===== config.mk =====
export PLATFORM = sky130hd
export DESIGN_NAME = amd_decoder
export DESIGN_NICKNAME = d
export VERILOG_FILES = /design/src/hw/amd_pkg.sv /design/src/hw/amd_decoder.sv /design/src/hw/amd_opcode_table.sv /design/src/hw/amd_ea_calc.sv
export VERILOG_INCLUDE_DIRS = /design/src /design/src/hw
export SDC_FILE = /design/constraint.sdc
export NUM_CORES = 1
export LEC_CHECK = 0
export BUFFER_PORTS_ARGS = -buffer_cell sky130_fd_sc_hd__clkbuf_2
export CAP_MARGIN = 30
export CORE_UTILIZATION = 50
export CTS_BUF_LIST = sky130_fd_sc_hd__clkbuf_4 sky130_fd_sc_hd__clkbuf_8 sky130_fd_sc_hd__clkbuf_16
export DETAILED_ROUTE_END_ITERATION = 10
export MAX_ROUTING_LAYER = met4
export PLACE_DENSITY = 0.72
export SYNTH_ARGS = -nofsm -noshare
export SYNTH_HDL_FRONTEND = slang
export SYNTH_SLANG_ARGS = --single-unit
export TNS_END_PERCENT = 10

===== constraint.sdc =====
create_clock -name clk -period 5.6 [get_ports clk]
set_input_delay 0.28 -clock clk [delete_from_list [all_inputs] [get_ports clk]]
set_output_delay 0.28 -clock clk [all_outputs]
set_load 0.02 [all_outputs]

===== src/hw/amd_cfg.svh =====
// Purpose: Constants of the addressing mode decoder.
// Assumes: Included by the design modules and the bench top.
// Notes:   Definitions only; no logic lives here.
`ifndef AMD_CFG_SVH
`define AMD_CFG_SVH

// ----
// Instruction lengths in bytes
// ----
`define AMD_LEN_ONE 2'h1
`define AMD_LEN_TWO 2'h2
`define AMD_LEN_THREE 2'h3

// ----
// Opcode field positions and group codes
// ----
`define AMD_ROW_MSB 7
`define AMD_ROW_LSB 4
`define AMD_GRP_MSB 7
`define AMD_GRP_LSB 6
`define AMD_SUB_MSB 5
`define AMD_SUB_LSB 4
`define AMD_GRP_LOW 2'h0
`define AMD_GRP_SGL 2'h1
`define AMD_ROW_REL 4'h2
`define AMD_SUB_IMM 2'h0
`define AMD_SUB_DIR 2'h1
`define AMD_SUB_IDX 2'h2
`define AMD_SUB_EXT 2'h3
`define AMD_ACCB_BIT 4
`define AMD_STK_ACCB_BIT 0

// ----
// Opcodes with special addressing treatment
// ----
`define AMD_OPC_ADD_ACC 8'h1B
`define AMD_OPC_CMP_IDX 8'h8C
`define AMD_OPC_LD_SP 8'h8E
`define AMD_OPC_LD_IDX 8'hCE
`define AMD_OPC_BR_SUB 8'h8D
`define AMD_OPC_PULL_A 8'h32
`define AMD_OPC_PULL_B 8'h33
`define AMD_OPC_PUSH_A 8'h36
`define AMD_OPC_PUSH_B 8'h37

// ----
// Valid opcode masks, one 16-bit column mask per upper nibble
// ----
`define AMD_MASK_ROW0 16'hFFC2
`define AMD_MASK_ROW1 16'h0AC3
`define AMD_MASK_ROW2 16'hFFFD
`define AMD_MASK_ROW3 16'hCAFF
`define AMD_MASK_ROW45 16'hB7D9
`define AMD_MASK_ROW67 16'hF7D9
`define AMD_MASK_ROW8 16'h7F77
`define AMD_MASK_ROW9 16'hDFF7
`define AMD_MASK_ROWAB 16'hFFF7
`define AMD_MASK_ROWC 16'h4F77
`define AMD_MASK_ROWDF 16'hCFF7

// ----
// Address arithmetic
// ----
`define AMD_REL_BIAS 16'h0002
`define AMD_IMM_STEP 16'h0001
`define AMD_ZERO_PAGE 8'h00

`endif


===== src/hw/amd_pkg.sv =====
// Purpose: Types shared by the addressing mode decoder.
// Assumes: Stands alone; no constants come from amd_cfg.svh.
// Notes:   Modes are one-hot so a consumer can test a single bit.
`default_nettype none

package amd_pkg;

  // ----
  // Addressing modes
  // ----
  typedef enum logic [7:0] {
    AMD_MODE_INH = 8'h01,
    AMD_MODE_ACC = 8'h02,
    AMD_MODE_IMM = 8'h04,
    AMD_MODE_REL = 8'h08,
    AMD_MODE_IDX = 8'h10,
    AMD_MODE_DIR = 8'h20,
    AMD_MODE_EXT = 8'h40,
    AMD_MODE_ILL = 8'h80
  } amd_mode_t;

  // ----
  // Decoder states
  // ----
  typedef enum logic [3:0] {
    AMD_ST_OPC = 4'h1,
    AMD_ST_OP1 = 4'h2,
    AMD_ST_OP2 = 4'h4,
    AMD_ST_RES = 4'h8
  } amd_state_t;

  // ----
  // Carriers
  // ----
  typedef struct packed {
    logic [7:0] data;
    logic [15:0] addr;
  } amd_fetch_t;

  typedef struct packed {
    logic valid;
    amd_mode_t mode;
    logic [1:0] len;
    logic wide;
    logic [1:0] acc_rd;
    logic [1:0] acc_wr;
  } amd_dec_t;

  typedef struct packed {
    logic [7:0] opcode;
    logic [15:0] opc_addr;
    amd_dec_t dec;
    logic [15:0] operand;
    logic [15:0] ea;
    logic [15:0] next_pc;
  } amd_res_t;

endpackage

`default_nettype wire


===== src/hw/amd_decoder.sv =====
// Purpose: Addressing mode decoder between fetch and execution.
// Assumes: Fetch presents bytes in program order with their addresses.
// Notes:   One instruction in flight; the result is held until taken.
//
// Operation
// RL1: Accumulator mode is one byte, opcode picks accumulator
// RL2: Push/pull accumulator-only; other eleven also indexed/extended
// RL3: Add-accumulators reads A and B, writes A
// RL4: Inherent instructions are one byte, no operands
// RL5: 8-bit immediate is two bytes, operand byte two
// RL6: 8-bit immediate operand is unsigned 0 to 255
// RL7: Index/stack immediates are three bytes, high first
// RL8: Immediate address is the byte after opcode
// RL9: Character immediates arrive with bit 7 clear
// RL10: Branches are two bytes, signed 8-bit displacement
// RL11: Branch target is first byte plus 2 plus displacement
// RL12: Relative mode only for branches, branches only relative
// RL13: Jumps never use relative mode
// RL14: Indexed mode is two bytes, unsigned offset
// RL15: Indexed address is offset plus index register
// RL16: Zero offset uses index register unchanged
// RL17: Direct mode is two bytes, first 256 locations
// RL18: Extended mode is three bytes, high byte first
// RL19: Mode comes from the opcode byte alone
// RL20: Exactly 197 opcode values are valid
// RL21: Indexed and relative sums wrap at 16 bits
`include "amd_cfg.svh"
`default_nettype none

module amd_decoder (
  // Clock and reset
  input wire logic clk,
  input wire logic reset,
  // Byte stream from program memory
  input wire logic fetch_valid,
  input wire amd_pkg::amd_fetch_t fetch_in,
  output logic fetch_ready,
  // Execution side
  input wire logic [15:0] index_reg,
  input wire logic res_ready,
  output logic res_valid,
  output amd_pkg::amd_res_t res,
  // Status
  output logic illegal_q
);
  import amd_pkg::*;

  // --------------------------------------------------------------------
  // Declarations
  // --------------------------------------------------------------------
  amd_state_t state_q;
  amd_state_t state_d;
  amd_dec_t dec_new;
  amd_dec_t dec_q;
  amd_dec_t dec_cur;
  amd_res_t res_q;
  amd_res_t res_d;
  logic [7:0] opcode_q;
  logic [7:0] opcode_cur;
  logic [15:0] opc_addr_q;
  logic [15:0] opc_addr_cur;
  logic [7:0] byte2_q;
  logic [7:0] byte2_d;
  logic [7:0] byte3_q;
  logic [7:0] byte3_d;
  logic take;
  logic go_res;
  logic in_opc;
  logic [15:0] operand_d;
  logic [15:0] ea_d;

  // --------------------------------------------------------------------
  // Opcode decode and address arithmetic
  // --------------------------------------------------------------------

  // Decode straight from the incoming byte so the length is known at once
  amd_opcode_table u_table (
    .opcode(fetch_in.data),
    .dec(dec_new)
  );

  amd_ea_calc u_ea (
    .mode(dec_cur.mode),
    .wide(dec_cur.wide),
    .opc_addr(opc_addr_cur),
    .byte2(byte2_d),
    .byte3(byte3_d),
    .index_reg(index_reg),
    .operand(operand_d),
    .ea(ea_d)
  );

  // --------------------------------------------------------------------
  // Handshakes
  // --------------------------------------------------------------------

  // Bytes are accepted in every state but the result hold
  assign in_opc = (state_q == AMD_ST_OPC);
  assign fetch_ready = (state_q != AMD_ST_RES);
  assign take = fetch_valid && fetch_ready;
  assign res_valid = (state_q == AMD_ST_RES);
  assign res = res_q;

  // The opcode cycle uses live values, later cycles the stored ones
  assign dec_cur = in_opc ? dec_new : dec_q; // RL19
  assign opcode_cur = in_opc ? fetch_in.data : opcode_q;
  assign opc_addr_cur = in_opc ? fetch_in.addr : opc_addr_q;

  // Last byte of the instruction closes it
  always_comb begin
    go_res = 1'b0;
    if (take) begin
      case (state_q)
        AMD_ST_OPC: go_res = (dec_new.len == `AMD_LEN_ONE); // RL1 RL4
        AMD_ST_OP1: go_res = (dec_q.len == `AMD_LEN_TWO);
        AMD_ST_OP2: go_res = 1'b1;
        default: go_res = 1'b0;
      endcase
    end
  end

  // --------------------------------------------------------------------
  // Operand bytes
  // --------------------------------------------------------------------

  // Missing operand bytes read as zero so stale data never leaks through
  always_comb begin
    case (state_q)
      AMD_ST_OPC: begin
        byte2_d = 8'h00;
        byte3_d = 8'h00;
      end
      AMD_ST_OP1: begin
        byte2_d = take ? fetch_in.data : byte2_q;
        byte3_d = 8'h00;
      end
      AMD_ST_OP2: begin
        byte2_d = byte2_q;
        byte3_d = take ? fetch_in.data : byte3_q;
      end
      default: begin
        byte2_d = byte2_q;
        byte3_d = byte3_q;
      end
    endcase
  end

  // Operand byte registers
  always_ff @(posedge clk) begin
    if (reset) begin
      byte2_q <= 8'h00;
      byte3_q <= 8'h00;
    end else begin
      byte2_q <= byte2_d;
      byte3_q <= byte3_d;
    end
  end

  // --------------------------------------------------------------------
  // Opcode capture
  // --------------------------------------------------------------------

  // Decode is stored once; operand bytes never alter it
  always_ff @(posedge clk) begin
    if (reset) begin
      opcode_q <= 8'h00;
      opc_addr_q <= 16'h0000;
      dec_q <= '0;
    end else if (take && in_opc) begin
      opcode_q <= fetch_in.data;
      opc_addr_q <= fetch_in.addr;
      dec_q <= dec_new; // RL19
    end
  end

  // --------------------------------------------------------------------
  // Sequencer
  // --------------------------------------------------------------------

  // Byte count follows the decoded length
  always_comb begin
    state_d = state_q;
    case (state_q)
      AMD_ST_OPC: begin
        if (take) begin
          state_d = go_res ? AMD_ST_RES : AMD_ST_OP1;
        end
      end
      AMD_ST_OP1: begin
        if (take) begin
          state_d = go_res ? AMD_ST_RES : AMD_ST_OP2; // RL7 RL18
        end
      end
      AMD_ST_OP2: begin
        if (take) begin
          state_d = AMD_ST_RES;
        end
      end
      AMD_ST_RES: begin
        if (res_ready) begin
          state_d = AMD_ST_OPC;
        end
      end
      default: state_d = AMD_ST_OPC;
    endcase
  end

  // State register
  always_ff @(posedge clk) begin
    if (reset) begin
      state_q <= AMD_ST_OPC;
    end else begin
      state_q <= state_d;
    end
  end

  // --------------------------------------------------------------------
  // Result
  // --------------------------------------------------------------------

  // Index register is sampled on the last byte, not when execution takes the result
  always_comb begin
    res_d.opcode = opcode_cur;
    res_d.opc_addr = opc_addr_cur;
    res_d.dec = dec_cur;
    res_d.operand = (dec_cur.mode == AMD_MODE_IMM) ? operand_d : 16'h0000;
    res_d.ea = ea_d; // RL15 RL21
    res_d.next_pc = 16'(opc_addr_cur + {14'h0000, dec_cur.len}); // RL21
  end

  // Result register, held while execution stalls
  always_ff @(posedge clk) begin
    if (reset) begin
      res_q <= '0;
    end else if (go_res) begin
      res_q <= res_d;
    end
  end

  // Sticky until reset: an unassigned opcode was seen
  always_ff @(posedge clk) begin
    if (reset) begin
      illegal_q <= 1'b0;
    end else if (go_res && !dec_cur.valid) begin
      illegal_q <= 1'b1; // RL20
    end
  end

endmodule

`default_nettype wire


===== src/hw/amd_opcode_table.sv =====
// Purpose: Maps an opcode byte to validity, mode, length and accumulators.
// Assumes: Pure combinational; the opcode byte is the only input.
// Notes:   Accumulator masks use bit 0 for A and bit 1 for B.
`include "amd_cfg.svh"
`default_nettype none

module amd_opcode_table (
  // Opcode in
  input wire logic [7:0] opcode,
  // Decode out
  output var amd_pkg::amd_dec_t dec
);
  import amd_pkg::*;

  // --------------------------------------------------------------------
  // Valid column mask of one opcode row
  // --------------------------------------------------------------------
  function automatic logic [15:0] row_mask(input logic [3:0] row);
    case (row)
      4'h0: row_mask = `AMD_MASK_ROW0;
      4'h1: row_mask = `AMD_MASK_ROW1;
      4'h2: row_mask = `AMD_MASK_ROW2;
      4'h3: row_mask = `AMD_MASK_ROW3;
      4'h4, 4'h5: row_mask = `AMD_MASK_ROW45;
      4'h6, 4'h7: row_mask = `AMD_MASK_ROW67;
      4'h8: row_mask = `AMD_MASK_ROW8;
      4'h9: row_mask = `AMD_MASK_ROW9;
      4'hA, 4'hB: row_mask = `AMD_MASK_ROWAB;
      4'hC: row_mask = `AMD_MASK_ROWC;
      default: row_mask = `AMD_MASK_ROWDF;
    endcase
  endfunction

  logic [15:0] mask;
  logic [1:0] sub;
  logic stack_op;

  // Only the opcode byte feeds the decode
  assign mask = row_mask(opcode[`AMD_ROW_MSB:`AMD_ROW_LSB]); // RL19
  assign sub = opcode[`AMD_SUB_MSB:`AMD_SUB_LSB];
  assign stack_op = (opcode == `AMD_OPC_PULL_A) ||
                    (opcode == `AMD_OPC_PULL_B) ||
                    (opcode == `AMD_OPC_PUSH_A) ||
                    (opcode == `AMD_OPC_PUSH_B);

  // Mode and length; unassigned codes fall out as one-byte illegal
  always_comb begin
    dec = '0;
    dec.mode = AMD_MODE_ILL;
    dec.len = `AMD_LEN_ONE;
    dec.valid = mask[opcode[3:0]]; // RL20
    if (dec.valid) begin
      if ((opcode[`AMD_ROW_MSB:`AMD_ROW_LSB] == `AMD_ROW_REL) ||
          (opcode == `AMD_OPC_BR_SUB)) begin
        dec.mode = AMD_MODE_REL; // RL12
        dec.len = `AMD_LEN_TWO; // RL10
      end else if (opcode[`AMD_GRP_MSB:`AMD_GRP_LSB] == `AMD_GRP_LOW) begin
        if (stack_op) begin
          // Push and pull have no other form
          dec.mode = AMD_MODE_ACC; // RL2
          dec.acc_rd = opcode[`AMD_STK_ACCB_BIT] ? 2'h2 : 2'h1;
          dec.acc_wr = dec.acc_rd;
          if (opcode[2]) begin
            dec.acc_wr = 2'h0;
          end else begin
            dec.acc_rd = 2'h0;
          end
        end else begin
          dec.mode = AMD_MODE_INH; // RL4
        end
        if (opcode == `AMD_OPC_ADD_ACC) begin
          dec.acc_rd = 2'h3; // RL3
          dec.acc_wr = 2'h1; // RL3
        end
      end else if (opcode[`AMD_GRP_MSB:`AMD_GRP_LSB] == `AMD_GRP_SGL) begin
        // Jumps 6E and 7E land here as indexed or extended, never relative
        case (sub)
          `AMD_SUB_IMM, `AMD_SUB_DIR: begin
            dec.mode = AMD_MODE_ACC; // RL1
            dec.acc_rd = opcode[`AMD_ACCB_BIT] ? 2'h2 : 2'h1; // RL1
            dec.acc_wr = dec.acc_rd;
          end
          `AMD_SUB_IDX: begin
            dec.mode = AMD_MODE_IDX; // RL2 RL13
            dec.len = `AMD_LEN_TWO; // RL14
          end
          default: begin
            dec.mode = AMD_MODE_EXT; // RL2 RL13
            dec.len = `AMD_LEN_THREE; // RL18
          end
        endcase
      end else begin
        case (sub)
          `AMD_SUB_IMM: begin
            dec.mode = AMD_MODE_IMM;
            dec.wide = (opcode == `AMD_OPC_CMP_IDX) ||
                       (opcode == `AMD_OPC_LD_SP) ||
                       (opcode == `AMD_OPC_LD_IDX); // RL7
            dec.len = dec.wide ? `AMD_LEN_THREE : `AMD_LEN_TWO; // RL5 RL7
          end
          `AMD_SUB_DIR: begin
            dec.mode = AMD_MODE_DIR;
            dec.len = `AMD_LEN_TWO; // RL17
          end
          `AMD_SUB_IDX: begin
            dec.mode = AMD_MODE_IDX; // RL13
            dec.len = `AMD_LEN_TWO; // RL14
          end
          default: begin
            dec.mode = AMD_MODE_EXT; // RL13
            dec.len = `AMD_LEN_THREE; // RL18
          end
        endcase
      end
    end
  end

endmodule

`default_nettype wire


===== src/hw/amd_ea_calc.sv =====
// Purpose: Forms operand value and effective address from the bytes.
// Assumes: Operand bytes are zero for lengths that do not carry them.
// Notes:   All sums are 16 bits and wrap past FFFF.
`include "amd_cfg.svh"
`default_nettype none

module amd_ea_calc (
  // Decoded instruction
  input wire amd_pkg::amd_mode_t mode,
  input wire logic wide,
  input wire logic [15:0] opc_addr,
  input wire logic [7:0] byte2,
  input wire logic [7:0] byte3,
  // Index register at execution
  input wire logic [15:0] index_reg,
  // Results
  output logic [15:0] operand,
  output logic [15:0] ea
);
  import amd_pkg::*;

  logic [15:0] disp;
  logic [15:0] offset;

  // Branch displacement is signed, index offset is not
  assign disp = {{8{byte2[7]}}, byte2}; // RL10
  assign offset = {8'h00, byte2}; // RL15

  // Immediate value: 8-bit zero extended or high byte first
  always_comb begin
    if (wide) begin
      operand = {byte2, byte3}; // RL7
    end else begin
      operand = {8'h00, byte2}; // RL5 RL6
    end
  end

  // Effective address per mode; carries past bit 15 are dropped
  always_comb begin
    case (mode)
      AMD_MODE_IMM: ea = 16'(opc_addr + `AMD_IMM_STEP); // RL8
      AMD_MODE_REL: ea = 16'(opc_addr + `AMD_REL_BIAS + disp); // RL11 RL21
      AMD_MODE_IDX: ea = 16'(index_reg + offset); // RL15 RL16 RL21
      AMD_MODE_DIR: ea = {`AMD_ZERO_PAGE, byte2}; // RL17
      AMD_MODE_EXT: ea = {byte2, byte3}; // RL18
      default: ea = 16'h0000;
    endcase
  end

endmodule

`default_nettype wire


* Yosys cells after proc, flatten, opt, wreduce, memory -nomap -nowiden
Memories as Yosys holds them, arrays and structs flattened. Index checks and enable logic that the tools add are counted.
Operators by class: add/subtract/negate cells 5, magnitude comparators 1, eq/ne operators 29, multiplexer cells 43, reductions and logical operators 15
Operators with widths (number):
- 16-bit one-hot mux with 5 select lines | 1
- 16-bit two-way mux | 4
- 4-bit two-way mux | 11
- 8-bit by 6-bit equality test with 1-bit output (second input constant) | 5
- 8-bit equality test (second input constant) | 4
- 8-bit two-way mux | 4
- 8-bit one-hot mux with 2 select lines | 2
- 9-bit one-hot mux with 3 select lines | 1
- 10-bit two-way mux | 2
- 16-bit by 1-bit adder with 16-bit output (second input constant) | 1
- 16-bit adder | 1
- 16-bit by 2-bit adder with 16-bit output | 1
- 16-bit by 2-bit adder with 16-bit output (second input constant) | 1
- 16-bit by 8-bit adder with 16-bit output | 1
- 8-bit by 5-bit equality test with 1-bit output (second input constant) | 2
- 4-bit one-hot mux with 4 select lines | 1
- 15-bit two-way mux | 1
- 7-bit one-hot mux with 2 select lines | 1
- 2-bit two-way mux | 5
- 4-bit by 2-bit equality test with 1-bit output (second input constant) | 2
- 8-bit by 3-bit equality test with 1-bit output (second input constant) | 1
- 8-bit by 4-bit equality test with 1-bit output (second input constant) | 1
- 8-bit by 7-bit equality test with 1-bit output (second input constant) | 1
- 2-bit inequality test (second input constant) | 4
- 19 further kinds | 35
Word-level totals: flip-flop bits (word level) 149, bits in read-only memories 224, input port bits 44, output and inout port bits 91, logic and storage cells 117, memories kept 1
Memories:
- (no name shown) | depth 16, width 14, read ports 1, clocked after Yosys merged registers in 0, wr ports 0, RTL line amd_opcode_table.sv:19 | case (row)

* Depth between registers and ports, before layout
Gate-level depths: netlist (run 1).
depth in word-level cells 15, mapped depth 18, gate-level depth less buffers 16

* By module
A second synthesis (run 1) with hierarchy kept.
Second synthesis, totals: cell total of the unflattened synthesis 1187, area total of the unflattened synthesis 9432.8 um2
By module, submodules not included:
- amd_decoder | times used 1, cells each 797, area each 6497.5 um2, seq. area each 2982.9 um2
- amd_ea_calc | times used 1, cells each 303, area each 2302.2 um2, seq. area each 0.0 um2
- amd_opcode_table | times used 1, cells each 87, area each 633.1 um2, seq. area each 0.0 um2

* Least setup slack after synthesis (run 1)
OpenSTA, ideal clock, no wires.
path kind register to register, from register state_q[1], to register res_q (netlist bit res[25]), library setup time 132 ps, data arrival time 3628 ps, data required time 5468 ps, path slack 1841 ps, cell stages (with the launch flop) 19, path buffers 3, period minus slack after synthesis 3759 ps, cells stage by stage dfxtp_1 > nor4b_2 > buf_4 > buf_2 > buf_2 > mux2i_1 > inv_1 > ha_1 > ha_1 > inv_1 > fa_1 > nor2b_1 > o31a_1 > o211a_1 > nor2_1 > xor2_1 > o221ai_1 > a221oi_1 > nor3_1
Between the ends: elaborated cells between the ends (all ways) 21, those cells by class add/sub (4); eq/ne (9); mux (7); reduce/logical (1)
RTL lines:
- start: declaration | RTL line amd_decoder.sv:51 | amd_state_t state_q;
- start signal: assignment | RTL line amd_decoder.sv:213 | state_q <= state_d;
- 4-bit by 1-bit equality test with 1-bit output * | RTL line amd_decoder.sv:98 | assign in_opc = (state_q == AMD_ST_OPC);
- 16-bit two-way mux * | RTL line amd_decoder.sv:107 | assign opc_addr_cur = in_opc ? fetch_in.addr : opc_addr_q;
- named net opc_addr_cur[0] | RTL line amd_decoder.sv:61 | logic [15:0] opc_addr_cur;
- 16-bit by 2-bit adder with 16-bit output (no source line)
- 16-bit adder | RTL line amd_ea_calc.sv:42 | AMD_MODE_REL: ea = 16'(opc_addr + `AMD_REL_BIAS + disp);
- 16-bit one-hot mux with 5 select lines * | RTL line amd_ea_calc.sv:40 | case (mode)
- end signal: assignment | RTL line amd_decoder.sv:236 | res_q <= res_d;
- end: declaration | RTL line amd_decoder.sv:56 | amd_res_t res_q;
Mark *: on every way through the listed nets, which the timed path passes. The rest lies on a longest branch. A chain may end at the register's enable or synchronous reset.

* Worst setup path in the final report (run 1)
from register state_q[0], to register res_q (netlist bit res[25])
Same word-level chain as after synthesis.

==> metrics.txt, run 1 <==
clock transition at the registers of the reported paths 60 ps; GRT Total Usage 30.57%; Reg power frac 37.5%; CTS Buffer Depth 2; number of synthesized register bits 149; Clock Tree Root clkbuf_16; min-delay worst type input port to register; Setup TNS 0 ps; setup ws final 1231 ps; r2r worst-path depth 17; worst skew pair latency 430 ps; most frequent cell after synthesis nand2_1; Post-synth EDFFs 0; Vias/cell 5.982; R2R Path End res[25]; DR WL met3 2075 µm; H-tree levels 4; Net Sw Frac 33.41%; first-pass GRT wire length 41,900 µm; Die Span Y 135.2 µm; pre-CTS setup slack 1375 ps; highest metal used met4; clock skew 7.693 ps; setup violators final 0; register area share after synthesis 33.64%; GRT overflow 0; Mapped Area 0.008866 mm²; CP max stage cell dfxtp_1; Mapped Nets 1,223; Detailed Route WL 26,830 µm; share of layout cells above drive strength 1 16.26%; hold-critical path depth 3; clock share of power 36.6%; Tightest Pin Transition 995.6 ps; CP Capture Type register; Area contributors post-synth dfxtp_1 34%, nand2_1 7.6%, ha_1 6.1%; WL/cell 18.29 µm; status finished, final reports clean; RSZ-0062 raised after global routing no; async set-reset flop share out of synthesis 0%; die outline area 0.01827 mm²; Max Cap Violations 0; Worst Setup Path Type register to register; Pwr Total 3.165 mW; nets@finish 1,318; Post-DP HPWL 18,710 µm; VDD IR max 0.2220 mV; Cells after Synth 1,134; Final period util 78.01%; area leader, netlist dfxtp_1; largest net degree at the start of global routing 121; ANT nets after route 0; core box area 0.01730 mm²; Setup crit start kind register; WP data arrival 4640 ps; Net Switching 1.057 mW; max incr delay on CP 530 ps; area grow syn2layout 15.44%; FMAX 228.9 MHz; Hold Startpoint fetch_in[14]; R2R Setup Slk 1230 ps; DRT Pass-1 Iters 6; syn_area_per_cell 7.818 µm²; vias 8,775; max-slew violation count 0; DR DRC count 0; IO Port Bufs 134; Top FF cell, synth dfxtp_1; initial antenna violation count 0; CTS tree built; Hold Path End opc_addr_q[14]; Slew headroom 33.63%; vias in the first global route 7,744; R2R Path Start state_q[0]; setup bufs post-CTS 0; Die Width 135.2 µm; Worst Path Required 5870 ps; worst path cell trace nor4b_4 -> buf_4 -> buf_4 -> mux2i_1 -> inv_1 -> ha_1 -> ha_1 -> inv_1 -> fa_1 -> nor2b_1 -> o31a_1 -> o211a_1 -> nor2_1 -> xor2_1 -> o221ai_1 -> a221oi_1 -> nor3_1; FP Rows 48; Int Power 2.108 mW; IO Count 135; area share of the largest cell type after synthesis 33.64%; met1 wire length 11,780 µm; PostCTS Resize Cnt 0; Antenna diodes 0; Initial Util 51.26%; Hold Buf Count CTS 0; Leak 4.200 nW; yosys synthesis warning count 0; clock sink count 149; Critical Path Fanout Max 26; Tmin final 4369 ps; met2 wire length 12,310 µm; PwrDens 309.2 mW/mm²; Starting DRT DRC Count 1,071; Placer Congestion 0.9400; TritonCTS buffer count 17; final hold vios 0; most instantiated cells after synthesis 179 x nand2_1, 149 x dfxtp_1, 141 x nor2_1; Yosys cell types 77; combinational share of power 25.8%
-- power by group through the flow --
| stage | combinational, mW | clock (mW) | sequential (mW) |
|---|---|---|---|
| detailed placement | 0.806 | 0 | 1.21 |
| finish | 0.818 | 1.16 | 1.19 |
| CTS | 0.809 | 1.17 | 1.19 |
| global route | 0.895 | 1.21 | 1.20 |
| global placement | 0.793 | 0 | 1.21 |
| floorplan | 0.516 | 0 | 1.26 |
-- kinds of logic (layout without fill, tap and decap cells) --
logic type      Yosys count  after routing  synth area share, %
buf+inv                 103            211                5.094
simple gates            481            481                24.91
xor+xnor                 54             54                5.335
flops                   149            149                33.64
fa+ha+maj                45             45                6.520
mux                      21             21                2.385
compound gates          281            281                22.11
-- metrics by stage --
| stage | utilization, % | instance area [µm²] | cells | hold slack (ps) |
|---|---|---|---|---|
| floorplan | - | 8866 | 1134 | 416.0 |
| global placement | 55.61 | 9618 | 1434 | 438.9 |
| detailed placement | 55.72 | 9638 | 1435 | 442.5 |
| CTS | 59.17 | 10230 | 1467 | 78.20 |
| global route | 59.17 | 10230 | 1467 | 93.23 |
| finish | 59.17 | 10230 | 1467 | 89.79 |
-- worst max-delay path by stage --
stage	cells after the start	startpoint	to
after floorplan	18	state_q[1]	res[25]
after global placement	14	state_q[0]	res[30]
after detailed placement	17	state_q[0]	res[25]
after CTS	17	state_q[0]	res[25]
after global routing	17	state_q[0]	res[25]
final	17	state_q[0]	res[25]
-- layout by cell type (no fill, tap or decap), types with 25 or more instances in the layout --
| master | instances |
|---|---|
| a211oi_1 | 32 |
| a21oi_1 | 86 |
| a22oi_1 | 25 |
| a311oi_1 | 27 |
| clkbuf_2 | 133 |
| dfxtp_1 | 149 |
| ha_1 | 43 |
| inv_1 | 31 |
| nand2_1 | 179 |
| nand3_1 | 32 |
| nor2_1 | 141 |
| nor3_1 | 35 |
| o21ai_0 | 28 |
| xnor2_1 | 45 |
-- cell type report --
cell class	instances	area [µm²]
clock buffer	22	475.5
clock inverter	10	121.4
fill	1619	7062
inverter	32	120.1
multi-input combinational	882	5458
sequential	149	2983
tap	225	281.5
timing repair buffer	147	795.8
-- worst max-delay path, delay by kind of cell (launching register included) --
| family | cells | cell delay, ps |
|---|---|---|
| adders and majority gates | 3 | 640 |
| DFF | 1 | 530 |
| muxes | 1 | 340 |
| and+or+nand+nor | 4 | 540 |
| buffers and inverters | 4 | 970 |
| AOI/OAI and AO/OA | 4 | 1000 |
| xor gates and xnor gates | 1 | 180 |
-- sequential cells by signal (all words and copies together) (netlist names) --
signal	count
byte2_q	8
opc_addr_q	16
opcode_q	8
illegal_q	1
state_q	4
res	88
byte3_q	8
dec_q	16
-- layer usage --
| layer | vias up | GRT usage, % |
|---|---|---|
| met2 | 389 | 46.52 |
| met4 | 0 | 11.92 |
| met3 | 56 | 4.489 |
| met5 | - | - |
| met1 | 4094 | 40.76 |
| li1 | 4236 | - |
Power figures use the tool's default switching activity.
==> run 2: changes to the inputs <==
--- a/config.mk
+++ b/config.mk
@@ -6,13 +6,14 @@
 export SDC_FILE = /design/constraint.sdc
 export NUM_CORES = 1
 export LEC_CHECK = 0
+export ABC_AREA = 1
 export BUFFER_PORTS_ARGS = -buffer_cell sky130_fd_sc_hd__clkbuf_2
 export CAP_MARGIN = 30
 export CORE_UTILIZATION = 50
 export CTS_BUF_LIST = sky130_fd_sc_hd__clkbuf_4 sky130_fd_sc_hd__clkbuf_8 sky130_fd_sc_hd__clkbuf_16
 export DETAILED_ROUTE_END_ITERATION = 10
 export MAX_ROUTING_LAYER = met4
-export PLACE_DENSITY = 0.72
+export PLACE_DENSITY = 0.74
 export SYNTH_ARGS = -nofsm -noshare
 export SYNTH_HDL_FRONTEND = slang
 export SYNTH_SLANG_ARGS = --single-unit
==> constraint.sdc (replaced) <==
create_clock -name clk -period 3.8 [get_ports clk]
set_input_delay 0.19 -clock clk [delete_from_list [all_inputs] [get_ports clk]]
set_output_delay 0.19 -clock clk [all_outputs]
set_load 0.02 [all_outputs]
==> run 2 against run 1 <==
Sequential power up 54%. Clock-buffer cell count shrank 4. Total power grew 71%. Clock skew rose by 2.4 ps. Wire length up 5.0%. Final area grew 3.2%. Global-route usage rose by 1.5 points. First-iteration DRC count down 42%. Worst hold slack worse by 71 ps.
==> metrics.txt, run 2 <==
first-pass GRT wire length 44,660 µm; WL/cell 16.81 µm; largest net degree at the start of global routing 66; syn_area_per_cell 6.889 µm²; Starting DRT DRC Count 622; max reg flops 88; Placer Congestion 0.9302; Tmin final 3508 ps; Area contributors post-synth dfxtp_1 33%, nand2_1 11%, a21oi_1 6.2%; Net Switching 2.115 mW; Post-DP HPWL 21,110 µm; PwrDens 511.2 mW/mm²; Detailed Route WL 28,180 µm; area share of the largest cell type after synthesis 32.93%; most frequent cell after synthesis nand2_1; most frequent CP cell nand2_1; vias in the first global route 8,517; TritonCTS buffer count 17; Slew headroom 36.87%; Post-Layout Cell Count 1,676; nets@finish 1,527; Setup crit start kind register; Max Cap Violations 0; Net Sw Frac 39.18%; async set-reset flop share out of synthesis 0%; crit-path leading delay family compound AO/OA/AOI/OAI gates; Tightest Pin Transition 941.1 ps; Worst Path Required 4120 ps; GRT overflow 0; Mapped Area 0.009059 mm²; WP data arrival 3830 ps; clock share of power 31.8%; H-tree levels 4; RSZ-0062 raised after global routing no; min-delay worst type input port to register; initial antenna violation count 0; buffers and inverters on the worst path 0; CP max stage cell o21ai_0; core box area 0.01748 mm²; Final period util 92.32%; R2R Path Start state_q[3]; clock sink count 149; CP Capture Type register; commonest cells after routing, fill and taps aside 272 x nand2_1, 149 x dfxtp_1, 135 x nor2_1; IO Port Bufs 134; setup ws final 291.7 ps; FP Rows 48; Cells after Synth 1,315; Die Width 136.6 µm; number of synthesized register bits 149; Pwr Total 5.399 mW; Clock Tree Root clkbuf_16; pre-CTS setup slack 172.0 ps; clock transition at the registers of the reported paths 70 ps; setup violators final 0; Int Power 3.284 mW; DR DRC count 0; Vias/cell 5.558; status finished, final reports clean; CTS tree built; GRT Total Usage 32.12%; R2R Setup Slk 290 ps; ANT nets after route 0; DRT Pass-1 Iters 5; share of layout cells above drive strength 1 19.30%; yosys synthesis warning count 0; worst skew pair latency 430 ps; most instantiated cells after synthesis 274 x nand2_1, 149 x dfxtp_1, 137 x nor2_1; FMAX 285.0 MHz; post-layout util 60.43%; Reg power frac 33.9%; Die Span Y 136.6 µm; die outline area 0.01866 mm²; Post-synth EDFFs 0; Top FF cell, synth dfxtp_1; final-layout fill cell count 1,671; R2R Path End res[26]; Initial Util 51.83%; Antenna diodes 0; Hold Path End opc_addr_q[1]; worst path cell trace nor2_1 -> nand3_2 -> nand2_1 -> o21ai_0 -> ha_1 -> ha_1 -> a21oi_1 -> nand2_1 -> nand2_1 -> nand2_1 -> a21oi_2 -> o21ai_0 -> a21boi_1 -> xor2_1 -> o22ai_1 -> nor2_1 -> a21oi_1; WP depth 17; area leader, netlist dfxtp_1; Hold Buf Count CTS 0; max-slew violation count 0; CTS Buffer Depth 2; clock skew 10.10 ps; Yosys cell types 55; final hold vios 0; Worst Setup Path Type register to register; Critical Path Fanout Max 8; combinational share of power 34.2%; vias 9,316; Mapped Nets 1,404; max incr delay on CP 460 ps; Leak 4.954 nW; Hold Startpoint fetch_in[1]; Setup TNS 0 ps; most common cell after layout, fill and taps aside nand2_1; IO Count 135; register area share after synthesis 32.93%; VDD IR max 0.3564 mV; area grow syn2layout 16.59%; r2r worst-path depth 17; Inst Count DP 1,644; hold-critical path depth 3
run 2: routing by layer:
metal  GRT usage [%]  up-vias  part of all wire [%]
met5               -        -                     0
met4           11.36        0                   2.7
met3           5.296       52                   6.4
met2           50.37      352                    46
met1           41.59     4285                    45
li1                -     4627                     -
run 2: tightest hold or removal path, stage by stage:
cell,delay (ps)
clkbuf_2,100
nand2_1,60
a21oi_1,50
run 2: logic make-up after synthesis:
kind of cell | Yosys count | share of synthesized area (%)
adder cells (fa/ha/maj) | 45 | 6.381
XOR/XNOR | 37 | 3.577
buffers and inverters | 196 | 9.282
AND/OR/NAND/NOR | 545 | 25.90
AO/OA/AOI/OAI | 343 | 21.93
flip-flops | 149 | 32.93
run 2: how the worst max path moves through the flow:
stage                from      end  slack (ps)
2_1_floorplan  state_q[0]  res[28]         150
3_3_place_gp   state_q[0]  res[28]         240
3_5_place_dp   state_q[0]  res[28]         170
4_1_cts        state_q[0]  res[28]         160
5_1_grt        state_q[0]  res[28]           2
6_report       state_q[3]  res[26]         290
run 2: what timing repair did:
action | in CTS | in global routing
setup buffers | 0 | 0
endpoints found under the setup margin | 0 | 6
resized for setup | 0 | 9
hold endpoints to repair | 0 | 0
run 2: power groups by stage:
| stage | Clock [mW] | Combinational (mW) | Sequential (mW) |
|---|---|---|---|
| floorplan | 0 | 1.15 | 1.98 |
| global placement | 0 | 1.80 | 1.86 |
| detailed placement | 0 | 1.82 | 1.86 |
| CTS | 1.73 | 1.83 | 1.83 |
| global route | 1.80 | 2.03 | 1.85 |
| finish | 1.72 | 1.85 | 1.83 |
run 2: final cells by class:
class	instances	area, µm²	area share, %
Timing Repair Buffer	171	960.9	9.098
Clock buffer	18	439.2	4.158
Clock inverter	14	157.7	1.493
Tap cell	225	281.5	2.666
Multi-Input combinational cell	970	5254	49.75
Inverter	129	485.5	4.597
Sequential cell	149	2983	28.24
run 2: through the flow:
| step | instance area [µm²] | hold WS, ps |
|---|---|---|
| 4_1_cts | 10550 | 4.757 |
| 6_report | 10560 | 19.27 |
| 2_1_floorplan | 9059 | 334.6 |
| 3_5_place_dp | 9951 | 448.7 |
| 5_1_grt | 10560 | 17.58 |
| 3_3_place_gp | 9951 | 444.1 |
==> run 3: changes to the inputs <==
--- a/config.mk
+++ b/config.mk
@@ -9,11 +9,12 @@
 export ABC_AREA = 1
 export BUFFER_PORTS_ARGS = -buffer_cell sky130_fd_sc_hd__clkbuf_2
 export CAP_MARGIN = 30
-export CORE_UTILIZATION = 50
+export CORE_ASPECT_RATIO = 0.8
+export CORE_UTILIZATION = 42
 export CTS_BUF_LIST = sky130_fd_sc_hd__clkbuf_4 sky130_fd_sc_hd__clkbuf_8 sky130_fd_sc_hd__clkbuf_16
 export DETAILED_ROUTE_END_ITERATION = 10
 export MAX_ROUTING_LAYER = met4
-export PLACE_DENSITY = 0.74
+export PLACE_DENSITY_LB_ADDON = 0.2
 export SYNTH_ARGS = -nofsm -noshare
 export SYNTH_HDL_FRONTEND = slang
 export SYNTH_SLANG_ARGS = --single-unit
==> run 3 against run 2 <==
The run now ends with DRC left. Combinational power barely moved. Setup slack gained 14 ps. Non-clock buffer count fell by 4. First-iteration DRC count up 51%. Global-route usage down 4.6 points. Flip-flop and latch count unchanged. Register-to-register slack is essentially flat. Wire length grew 2.9%. Via count decreased by 0.11%. Sequential power barely moved. Worst hold slack lost 3.5 ps. Sequential share of layout area is 0.26 points lower. Largest cell class unchanged. Highest routed layer unchanged.
==> metrics.txt, run 3 (same netlist as run 2, synthesis figures left out) <==
Die Span Y 133.4 µm; FMAX 286.2 MHz; CTS Buffer Depth 2; final hold vios 0; setup violators final 0; Leak 4.958 nW; clock transition at the registers of the reported paths 70 ps; Post-DP HPWL 21,450 µm; Setup TNS 0 ps; max-slew violation count 0; die outline area 0.02216 mm²; min-delay worst type input port to register; Post-DP Area 0.009987 mm²; H-tree levels 4; vias in the first global route 8,439; ANT nets after route 0; RSZ-0062 raised after global routing no; setup bufs post-CTS 0; Initial Util 43.27%; Tightest Pin Transition 888.1 ps; VDD IR max 0.3669 mV; pre-CTS setup slack 194.3 ps; FP Rows 47; Inst Count DP 1,682; Critical Path Fanout Max 14; routing usage on met1 39.21%; final-layout fill cell count 2,134; Pwr Total 5.482 mW; largest net degree at the start of global routing 65; Slew headroom 40.43%; WL/cell 16.89 µm; GRT overflow 0; IO Count 135; max reg flops 88; Max Cap Violations 0; Starting DRT DRC Count 937; area grow syn2layout 17.65%; WP data arrival 3780 ps; worst skew pair latency 430 ps; core box area 0.02094 mm²; status finished, violations left; Clock Tree Root clkbuf_16; design area 0.01066 mm²; first-pass GRT wire length 46,340 µm; DR DRC count 12; TritonCTS buffer count 17; failing checks DRC; Setup crit start kind register; Worst Path Required 4090 ps; share of layout cells above drive strength 1 19.28%; CTS tree built; Detailed Route WL 28,990 µm; met3 usage in global routing 4.011%; clock sink count 149; DRT Pass-1 Iters 10; GRT Total Usage 27.48%; Tmin final 3494 ps; CP Capture Type register; most common cell after layout, fill and taps aside nand2_1; Die Width 166.2 µm; commonest cells after routing, fill and taps aside 269 x nand2_1, 149 x dfxtp_1, 136 x nor2_1; Vias/cell 5.423; vias 9,306; Final period util 91.94%; Antenna diodes 0; routing usage on met2 39.99%; nets@finish 1,523; clock skew 11.77 ps; Worst Setup Path Type register to register; IO Port Bufs 134; setup ws final 306.1 ps; initial antenna violation count 0; global-route layer with the greatest usage met2; PwrDens 514.4 mW/mm²; Post-Layout Cell Count 1,716; Placer Congestion 0.9707
## run 3: changes by cell type in the layout (fill, tap and decap cells not counted), moves of 2 or more
| cell | before | now |
|---|---|---|
| inv_8 | 4 | 1 |
| nand2_2 | 22 | 25 |
| buf_12 | 1 | 3 |
| o21ai_0 | 103 | 101 |
| bufinv_16 | 1 | 3 |
| clkinv_4 | 1 | 3 |
| o21ai_2 | 4 | 7 |
| buf_4 | 36 | 27 |
| dlygate4sd3_1 | 0 | 2 |
| nand2_1 | 272 | 269 |
## run 3: what timing repair did
action / 4_1_cts / 5_1_grt
setup endpoints to repair: 0 / 4
gates resized for setup: 0 / 17
hold buffers: 2 / 0
endpoints found under the hold margin: 2 / 0
## run 3: worst paths after layout
check / start / end / slack (ps) / cells after the start
worst min-delay path: fetch_in[2] / opc_addr_q[2] / 20 / 3
worst max-delay path: state_q[0] / res[31] / 310 / 23
worst min register to register: opc_addr_q[15] / opc_addr_q[15] / 460 / 2
worst max register to register: state_q[0] / res[31] / 310 / 23
## run 3: power by group
part	total, mW	switching [mW]	internal, mW
Clock	1.80	0.746	1.05
Combinational	1.85	1.26	0.593
Sequential	1.84	0.0952	1.74
Total	5.48	2.10	3.38
## run 3: routing by layer
metal  vias to the layer above  wire length, µm
met5                         -                0
met4                         0              486
met3                        38             1974
met2                       370            12480
met1                      4278            14050
li1                       4620                -
## run 3: final cells by class
cell class / instances / area (µm²) / share of cell area (%)
tap: 269 / 336.6 / 3.158
sequential: 149 / 2983 / 27.99
timing repair buffer: 167 / 964.7 / 9.051
clock buffer: 17 / 425.4 / 3.992
multi-input combinational: 970 / 5270 / 49.45
clock inverter: 15 / 191.4 / 1.796
inverter: 129 / 486.7 / 4.567
## run 3: worst max-delay path: stages (launching register included)
cell,delay [ps]
dfxtp_1,330
nor2_1,150
nand3_1,110
nand2_1,130
inv_2,110
nand2_1,110
nand2_1,70
nand2_1,90
nand2_1,240
ha_1,360
ha_1,350
nand2_1,100
inv_1,40
a21boi_0,240
nand3_1,150
nand2_1,80
nand2_1,50
a21oi_1,150
xnor2_1,140
nor2_1,70
nor2_1,110
nand2_1,50
nand2_1,60
a21oi_2,50
## run 3: through the flow
step | hold WS (ps) | util [%]
5_1_grt | 17.41 | 50.91
3_5_place_dp | 450.1 | 47.71
4_1_cts | 5.563 | 50.75
6_report | 15.76 | 50.91
2_1_floorplan | 334.6 | -
3_3_place_gp | 448.2 | 47.71
